File: config.mk
export PLATFORM = sky130hd
export DESIGN_NAME = tbsp_port
export DESIGN_NICKNAME = d
export VERILOG_FILES = /design/src/hdl/tbsp_pkg.sv /design/src/hdl/tbsp_fifo.sv /design/src/hdl/tbsp_port.sv
export VERILOG_INCLUDE_DIRS = /design/src /design/src/hdl
export SDC_FILE = /design/constraint.sdc
export NUM_CORES = 1
export LEC_CHECK = 0
export ABC_AREA = 1
export BUFFER_PORTS_ARGS = -buffer_cell sky130_fd_sc_hd__buf_2
export CAP_MARGIN = 20
export CELL_PAD_IN_SITES_DETAIL_PLACEMENT = 0
export CELL_PAD_IN_SITES_GLOBAL_PLACEMENT = 1
export CORE_UTILIZATION = 40
export CTS_BUF_LIST = sky130_fd_sc_hd__clkbuf_8
export CTS_CLUSTER_SIZE = 8
export DETAILED_ROUTE_END_ITERATION = 8
export GPL_ROUTABILITY_DRIVEN = 0
export PLACE_DENSITY = 0.77
export SLEW_MARGIN = 20
export SYNTH_ARGS = -nofsm -noshare
export SYNTH_HDL_FRONTEND = slang
export SYNTH_SLANG_ARGS = --single-unit
File: constraint.sdc
create_clock -name clk -period 2.75 [get_ports clk]
set_input_delay 0.1375 -clock clk [delete_from_list [all_inputs] [get_ports clk]]
set_output_delay 0.1375 -clock clk [all_outputs]
set_load 0.005 [all_outputs]
File: src/hdl/tbsp_regs.svh
// Purpose: constants of the backplane signaling port
// Assumes: one 10 MHz core clock
// Notes: defines only
`ifndef TBSP_REGS_SVH
`define TBSP_REGS_SVH
`define TBSP_CLK_PERIOD_NS 100
`define TBSP_BIT_RATE_KBPS 2048
`define TBSP_RESET_MIN_NS 1000
`define TBSP_RESET_MIN_CYC \
	((`TBSP_RESET_MIN_NS + `TBSP_CLK_PERIOD_NS - 1) / `TBSP_CLK_PERIOD_NS)
`define TBSP_SLOT_BITS 8
`define TBSP_SLOTS 32
`define TBSP_SIG_CHANNELS 30
`define TBSP_E1_CHANNELS 30
`define TBSP_T1_CHANNELS 24
`define TBSP_SIG_SLOT 5'h10
`define TBSP_IDLE_BYTE 8'hff
`define TBSP_FIFO_DEPTH 8
`define TBSP_LAST_BIT 3'h7
`define TBSP_LAST_NIB_BIT 2'h3
`endif

File: src/hdl/tbsp_pkg.sv
// Purpose: types of the backplane signaling port
// Assumes: nothing
// Notes: constants live in tbsp_regs.svh
package tbsp_pkg;
	typedef logic [4:0] tbsp_slot_t;
	typedef logic [3:0] tbsp_nib_t;
	typedef logic [7:0] tbsp_byte_t;
	typedef logic [7:0] tbsp_pos_t;
endpackage

File: src/hdl/tbsp_fifo.sv
// Purpose: small flop fifo between line side and backplane
// Assumes: one clock, synchronous active-low reset
// Notes: in_ready is registered so it can feed a top port directly
`timescale 1ns/100ps
module tbsp_fifo #(
	parameter int WIDTH = 8,
	parameter int DEPTH = 8
) (
	// clock and reset
	input wire logic clk,
	input wire logic reset_n,
	// fill side
	input wire logic [WIDTH-1:0] in_data,
	input wire logic in_valid,
	output logic in_ready,
	// drain side
	output logic [WIDTH-1:0] out_data,
	output logic out_valid,
	input wire logic out_ready
);
	localparam int AW = (DEPTH > 1) ? $clog2(DEPTH) : 1;
	localparam int CW = $clog2(DEPTH + 1);
	logic [WIDTH-1:0] mem_reg [0:DEPTH-1];
	logic [AW-1:0] wr_reg;
	logic [AW-1:0] rd_reg;
	logic [CW-1:0] count_reg;
	logic [CW-1:0] count_next;
	logic push;
	logic pop;

	assign push = in_valid && in_ready;
	assign pop = out_valid && out_ready;
	assign out_valid = (count_reg != '0);
	assign out_data = mem_reg[rd_reg];

	function automatic logic [AW-1:0] bump(input logic [AW-1:0] p);
		bump = (p == AW'(DEPTH - 1)) ? '0 : AW'(p + 1'b1);
	endfunction

	always_comb
	begin
		count_next = count_reg;
		if (push && !pop)
			count_next = CW'(count_reg + 1'b1);
		else if (pop && !push)
			count_next = CW'(count_reg - 1'b1);
	end

	always_ff @(posedge clk)
	begin
		if (!reset_n)
		begin
			count_reg <= '0;
			in_ready <= 1'b0;
		end
		else
		begin
			count_reg <= count_next;
			in_ready <= (count_next != CW'(DEPTH));
		end
	end

	always_ff @(posedge clk)
	begin
		if (!reset_n)
		begin
			wr_reg <= '0;
			rd_reg <= '0;
		end
		else
		begin
			if (push)
				wr_reg <= bump(wr_reg);
			if (pop)
				rd_reg <= bump(rd_reg);
		end
	end

	// data words need no reset, only the pointers, the count and in_ready do
	always_ff @(posedge clk)
	begin
		if (push)
			mem_reg[wr_reg] <= in_data;
	end
endmodule

File: src/hdl/tbsp_port.sv
// Purpose: backplane data and signaling streams of a T1/E1 framer
// Assumes: bit_strobe and frame_pulse synchronous to clk
// Notes: one bit per strobe, 256 bits per frame
`timescale 1ns/100ps
`include "tbsp_regs.svh"
module tbsp_port #(
	parameter int FIFO_DEPTH = `TBSP_FIFO_DEPTH
) (
	// clock and reset
	input wire logic clk,
	input wire logic reset_n,
	// configuration
	input wire logic nibble_position_select,
	input wire logic signaling_source_select,
	input wire logic e1_mode,
	// backplane timing
	input wire logic bit_strobe,
	input wire logic frame_pulse,
	// backplane streams
	input wire logic backplane_data_in,
	input wire logic signaling_control_in,
	output logic backplane_data_out,
	output logic signaling_status_out,
	output logic signaling_status_oe,
	// received channels from the line
	input wire tbsp_pkg::tbsp_byte_t rx_ch_data,
	input wire logic rx_ch_valid,
	output logic rx_ch_ready,
	// received signaling from the line
	input wire logic rx_sig_wr,
	input wire tbsp_pkg::tbsp_slot_t rx_sig_ch,
	input wire tbsp_pkg::tbsp_nib_t rx_sig_nibble,
	// channels to transmit
	output tbsp_pkg::tbsp_byte_t tx_ch_data,
	output tbsp_pkg::tbsp_slot_t tx_ch_num,
	output logic tx_ch_valid,
	// transmit signaling
	output tbsp_pkg::tbsp_nib_t tx_sig_nibble,
	output tbsp_pkg::tbsp_slot_t tx_sig_ch,
	output logic tx_sig_valid
);
	import tbsp_pkg::*;

	tbsp_pos_t pos_reg;
	tbsp_pos_t pos_now;
	tbsp_slot_t slot;
	logic [2:0] bitn;
	logic sig_slot;
	logic data_slot;
	logic valid_half;
	tbsp_byte_t dbyte_reg;
	tbsp_byte_t cur_byte;
	tbsp_byte_t fifo_data;
	logic fifo_valid;
	logic fifo_pop;
	tbsp_nib_t sig_mem [0:`TBSP_SLOTS-1];
	logic [2:0] cin_sh_reg;
	logic [6:0] din_sh_reg;

	function automatic logic is_sig_slot(input tbsp_slot_t s);
		is_sig_slot = (s != 5'h00) && (s != `TBSP_SIG_SLOT);
	endfunction

	function automatic tbsp_slot_t ch_of_slot(input tbsp_slot_t s);
		ch_of_slot = (s < `TBSP_SIG_SLOT) ? s : 5'(s - 1'b1);
	endfunction

	// frame pulse restarts the count at bit 0 of slot 0
	assign pos_now = frame_pulse ? 8'h00 : 8'(pos_reg + 1'b1);
	assign slot = pos_now[7:3];
	assign bitn = pos_now[2:0];
	assign sig_slot = is_sig_slot(slot);
	// t1 packs its 24 channels into the first slots after slot 0
	assign data_slot = e1_mode ? sig_slot :
		(slot != 5'h00 && slot <= 5'(`TBSP_T1_CHANNELS));
	// msb goes first, so bits 0..3 are the upper nibble
	assign valid_half = (bitn[2] != nibble_position_select);

	always_ff @(posedge clk)
	begin
		if (!reset_n)
			pos_reg <= 8'h00;
		else if (bit_strobe)
			pos_reg <= pos_now;
	end

	// receive data: one fifo word per data slot, idle when starved
	assign fifo_pop = bit_strobe && data_slot && bitn == 3'h0;
	assign cur_byte = (bitn != 3'h0) ? dbyte_reg :
		(fifo_valid ? fifo_data : `TBSP_IDLE_BYTE);

	tbsp_fifo #(
		.WIDTH(8),
		.DEPTH(FIFO_DEPTH)
	) u_fifo (
		.clk(clk),
		.reset_n(reset_n),
		.in_data(rx_ch_data),
		.in_valid(rx_ch_valid),
		.in_ready(rx_ch_ready),
		.out_data(fifo_data),
		.out_valid(fifo_valid),
		.out_ready(fifo_pop)
	);

	always_ff @(posedge clk)
	begin
		if (!reset_n)
		begin
			dbyte_reg <= `TBSP_IDLE_BYTE;
			backplane_data_out <= 1'b1;
		end
		else if (bit_strobe)
		begin
			if (bitn == 3'h0)
				dbyte_reg <= cur_byte;
			backplane_data_out <= data_slot ?
				cur_byte[3'(`TBSP_LAST_BIT - bitn)] : 1'b1;
		end
	end

	// receive signaling table, indexed by slot
	always_ff @(posedge clk)
	begin
		if (!reset_n)
		begin
			for (int i = 0; i < `TBSP_SLOTS; i++)
				sig_mem[i] <= 4'h0;
		end
		else if (rx_sig_wr && rx_sig_ch != 5'h00 &&
			rx_sig_ch <= 5'(`TBSP_SIG_CHANNELS))
		begin
			if (rx_sig_ch < `TBSP_SIG_SLOT)
				sig_mem[rx_sig_ch] <= rx_sig_nibble;
			else
				sig_mem[5'(rx_sig_ch + 1'b1)] <= rx_sig_nibble;
		end
	end

	// status stream: slots 0 and 16 carry no channel, so stay undriven
	always_ff @(posedge clk)
	begin
		if (!reset_n)
		begin
			signaling_status_oe <= 1'b0;
			signaling_status_out <= 1'b0;
		end
		else if (bit_strobe)
		begin
			signaling_status_oe <= sig_slot && valid_half;
			signaling_status_out <= (sig_slot && valid_half) ?
				sig_mem[slot][2'(`TBSP_LAST_NIB_BIT - bitn[1:0])] :
				1'b0;
		end
	end

	// transmit signaling, gated off entirely by the source select
	always_ff @(posedge clk)
	begin
		if (!reset_n)
		begin
			cin_sh_reg <= 3'h0;
			tx_sig_nibble <= 4'h0;
			tx_sig_ch <= 5'h00;
			tx_sig_valid <= 1'b0;
		end
		else
		begin
			tx_sig_valid <= 1'b0;
			if (bit_strobe && !signaling_source_select && sig_slot &&
				valid_half)
			begin
				cin_sh_reg <= {cin_sh_reg[1:0], signaling_control_in};
				if (bitn[1:0] == `TBSP_LAST_NIB_BIT)
				begin
					tx_sig_nibble <= {cin_sh_reg, signaling_control_in};
					tx_sig_ch <= ch_of_slot(slot);
					tx_sig_valid <= 1'b1;
				end
			end
		end
	end

	// transmit data deserialiser
	always_ff @(posedge clk)
	begin
		if (!reset_n)
		begin
			din_sh_reg <= 7'h00;
			tx_ch_data <= 8'h00;
			tx_ch_num <= 5'h00;
			tx_ch_valid <= 1'b0;
		end
		else
		begin
			tx_ch_valid <= 1'b0;
			if (bit_strobe && data_slot)
			begin
				din_sh_reg <= {din_sh_reg[5:0], backplane_data_in};
				if (bitn == `TBSP_LAST_BIT)
				begin
					tx_ch_data <= {din_sh_reg, backplane_data_in};
					tx_ch_num <= e1_mode ? ch_of_slot(slot) : slot;
					tx_ch_valid <= 1'b1;
				end
			end
		end
	end

	a_frame_align_pos: assert property (
		@(posedge clk) disable iff (!reset_n)
		bit_strobe && frame_pulse |=> pos_reg == 8'h00)
		else $error("bit count not restarted by frame pulse");
	a_data_msb_first: assert property (
		@(posedge clk) disable iff (!reset_n)
		fifo_pop && fifo_valid |=> backplane_data_out == $past(fifo_data[7]))
		else $error("data byte not sent msb first");
	a_data_idle_slot: assert property (
		@(posedge clk) disable iff (!reset_n)
		bit_strobe && !data_slot |=> backplane_data_out)
		else $error("non-channel slot not idle on data out");
	a_status_half_drive: assert property (
		@(posedge clk) disable iff (!reset_n)
		bit_strobe && sig_slot |=> signaling_status_oe ==
		($past(bitn[2]) != $past(nibble_position_select)))
		else $error("status nibble driven in wrong half");
	a_status_slot_zero: assert property (
		@(posedge clk) disable iff (!reset_n)
		bit_strobe && slot == 5'h00 |=> !signaling_status_oe)
		else $error("status driven in slot zero");
	a_ctrl_ignored: assert property (
		@(posedge clk) disable iff (!reset_n)
		signaling_source_select && $past(signaling_source_select)
		|-> !tx_sig_valid)
		else $error("control stream used while disabled");
	a_ctrl_half_sel: assert property (
		@(posedge clk) disable iff (!reset_n)
		tx_sig_valid |-> $past(bitn) ==
		(nibble_position_select ? 3'h3 : 3'h7))
		else $error("control nibble taken from wrong half");
	a_ctrl_channel_range: assert property (
		@(posedge clk) disable iff (!reset_n)
		tx_sig_valid |-> tx_sig_ch >= 5'h01 && tx_sig_ch <= 5'h1e)
		else $error("transmit signaling channel out of range");
	a_data_in_byte: assert property (
		@(posedge clk) disable iff (!reset_n)
		tx_ch_valid |-> $past(bit_strobe) && $past(bitn) == 3'h7 &&
		tx_ch_data[0] == $past(backplane_data_in))
		else $error("transmit byte not closed at bit 7");
endmodule

==> reports/metrics.sh <==
RUN_STATUS='finished clean'
START_UTIL_PCT=40.7
CLOCK_POWER_SHARE_PCT=40.8
ANTENNA_CELLS_INSERTED=0
LARGEST_REGISTER_FF_COUNT=128
DIE_AREA_UM2=29900
DETAILROUTE.VIA_COUNT=9087
GRT_PASS1_WL_UM=46500
DIE_H_UM=173
SWITCHING_SHARE_PCT=23.8
WL_UM=29100
WORST_PATH_LARGEST_CELL_DELAY_PS=340
FINALSETUPTNS_PS=0
DRCVIOLATIONCOUNT=0
DIE-WIDTH_UM=173
GRT_PASS1_VIAS=8880
FIN_CELLS=1816
WORST-SLEW-PIN-TRANSITION_PS=819
PLACED_CELLS=1714
CTSHTREEMAXLEVEL=2
POWER.SHARE.SEQUENTIAL_PCT=53.0
FINAL.MIN_CLOCK_PERIOD_PS=2520
WORST-SETUP-PATH-TYPE='reg2reg'
ROUTE.DETAILED.VIAS_PER_INST=5.00
WORST-ENDPOINT-ARRIVAL_PS=3010
SEQ_AREA_FRAC_SYNTH_PCT=60.9
CTS-BUFFERS-INSERTED=46
HP-CLASS='in2reg'
CLOCK-SINKS=259
TIMING.HOLD.WS_PS=33.9
NUMBER_OF_HOLD_SLACK_VIOLATIONS_IN_THE_FINAL_TIMING_REPORT=0
TIMING.CRITICAL_PATH.FANOUT_MAX=25
FINALMAXSLEWVIOLATIONS=0
FLOORPLAN.CORE_AREA_UM2=28700
FINALCRITPERIODSHARE_PCT=91.6
YOSYSWARNINGCOUNT=0
FINAL.FILL_COUNT=2767
SWITCHING_POWER_mW=1.98
NUM_IO_PINS=56
PORT_BUFFERS=55
FLOPS_LATCHES_SYNTH=259
CTS_TREE='yes'
IRDROPWORSTVDD_mV=0.239
SYN-INSTANCE-COUNT=1280
DRT_FIRST_PASS_ITERS=5
CRITICAL_PATH.STARTPOINT_TYPE='register'
WORST_SETUP_PATH_END_KIND='register'
P_LEAK_nW=5.55
CAP_VIOLATIONS=0
CLK_TREE_ROOT_CELL='clkbuf_8'
ANTENNA_FOUND_INITIAL=0
CLOCK_PATH_BUFFERS=3
NET_COUNT_FINAL=1435
GLOBALROUTETOTALUTIL_PCT=19.7
WORST_SKEW_PAIR.LATE_LATENCY_PS=560
CRIT_PATH_CELL_TRACE='inv_1 -> nor2_2 -> nand2_1 -> nand3_2 -> inv_2 -> buf_4 -> nand2_1 -> nand3_1 -> nand3_1 -> nand3_1 -> nand3_1 -> nand3_1 -> nand2_1 -> nand2_1 -> nand3_1 -> nand2_1'
DRT_FIRST_ITER_VIOLATIONS=654
SETUP-VIOLATIONS-FINAL=0
COMB_POWER_SHARE_PCT=6.3
CP.REQUIRED_PS=3240
OVERFLOW=0
ANTENNA_VIOLATING_NETS_POST_ROUTE=0
SYNTH_NETS=1320
MAX_FREQ_MHz=397
INTERNAL_POWER_mW=6.32
CELLPOWERDENSITY_nW_PER_UM2=609
SLOWEST_STAGE='dfxtp_1'
PLACE.DETAILED.HPWL_UM=19100
SYNTHESIS.AREA_PER_INSTANCE_UM2=9.12
ROW_COUNT=62
POST_SYNTH_NUM_CELL_TYPES=33
ROUTED_WIRE_LENGTH_PER_INSTANCE_UM=16.0
GRT_MAX_DEGREE=68
SETUP_REPAIR_AFTER_GLOBAL_ROUTING_MISSED_ITS_MARGIN='no'
SLEW_HEADROOM_PCT=45.4
CP_COMMON_CELL='nand3_1'
CLKSLEWWORSTSETUPHOLDPATHS_PS=60
SYN-CELL-AREA_UM2=11700
FINAL_LAYOUT_SIZE_SUFFIX_GT1_SHARE_PCT=13.5
SYN_TO_FINAL_GROWTH_PCT=16.6
WORST_CLOCK_SKEW_PS=33.3
area by class of cell:
class                      instances  area, µm²  area share, %
clock buffer                      48        661           4.85
sequential                       259       7110           52.2
timing repair buffer             125        843           6.19
multi-input combinational        881       4000           29.4
inverter                          82        312           2.29
tap                              384        480           3.53
clock inverter                    37        210           1.54
critical path: cells and delay by family, from the launching register on:
family	cells	cell delay [ps]
flip-flops	1	340
AND/OR/NAND/NOR	13	1330
buffers and inverters	3	760
final timing paths:
check                                            start                   end  slack (ps)  depth (start not counted)
worst min-delay path            nibble_position_select   signaling_status_oe          30                          4
worst min register to register           tx_ch_data[0]         tx_ch_data[0]         460                          2
worst max register to register              pos_reg[0]  signaling_status_out         230                         16
worst max-delay path                        pos_reg[0]  signaling_status_out         230                         16
repair_timing:
| action | in CTS | in global routing |
|---|---|---|
| gates resized for setup | 0 | 4 |
| endpoints found under the hold margin | 74 | 0 |
| setup endpoints to repair | 0 | 3 |
| hold buffers | 12 | 0 |
| setup buffers | 0 | 5 |
routing by layer:
layer / GRT usage (%) / share of wire, % / wire length, µm / vias up
met2: 33.0 / 47 / 13700 / 255
met1: 26.7 / 45 / 13200 / 4227
met3: 3.01 / 5.5 / 1600 / 52
met4: 5.27 / 1.9 / 552 / 0
met5: 0 / 0 / 0 / -
li1: - / - / - / 4553
metrics by stage:
| step | total power, mW | area [µm²] | setup slack [ps] | util (%) |
|---|---|---|---|---|
| finish | 8.30 | 13600 | 232 | 47.4 |
| global route | 8.62 | 13600 | 2.24 | 47.4 |
| global placement | 4.97 | 12600 | 214 | 43.8 |
| CTS | 8.37 | 13600 | 168 | 47.3 |
| detailed placement | 4.98 | 12600 | 197 | 43.8 |
| floorplan | 4.78 | 11700 | 341 | - |
cell usage after synthesis, drive strengths merged:
cell / number / area, µm²
o32ai: 10 / 87.6
nor3: 3 / 15.0
a31oi: 6 / 37.5
o21ai: 86 / 430
clkbuf: 34 / 128
a22oi: 2 / 15.0
o211ai: 1 / 7.51
o21bai: 1 / 7.51
nand3: 132 / 681
o211a: 1 / 10.0
clkinv: 1 / 3.75
mux2i: 2 / 20.0
nand4: 8 / 50.1
nand2: 301 / 1130
dfxtp: 67 / 1340
buf: 24 / 140
xnor2: 1 / 8.76
xor2: 6 / 52.6
o22ai: 7 / 43.8
or2: 1 / 6.26
inv: 81 / 304
edfxtp: 192 / 5770
a21oi: 50 / 250
nor2: 251 / 990
ha: 12 / 150
kinds of logic (layout without fill, tap and decap cells):
group	count (synthesis)	after routing	share of synthesized area (%)
AOI/OAI and AO/OA	164	164	7.62
xor gates and xnor gates	7	7	0.525
buffers and inverters	140	292	4.93
muxes	2	2	0.171
and+or+nand+nor	696	696	24.6
DFF	259	259	60.9
adders and majority gates	12	12	1.29
power groups by stage:
stage / combinational [mW] / sequential, mW / clock [mW]
2_1_floorplan: 0.321 / 4.46 / 0
3_3_place_gp: 0.497 / 4.47 / 0
3_5_place_dp: 0.501 / 4.47 / 0
4_1_cts: 0.517 / 4.39 / 3.46
5_1_grt: 0.588 / 4.40 / 3.63
6_report: 0.520 / 4.39 / 3.38
placed cells by master, fill, tap and decap left out, types with 49 or more instances in the layout:
cell and instances:
nor2_1 240, dfxtp_1 67, inv_1 89, a21oi_1 49, o21ai_0 80, buf_2 55, edfxtp_1 192, nand2_1 300
buf_4 57, nand3_1 128
Power figures use the tool's default switching activity.
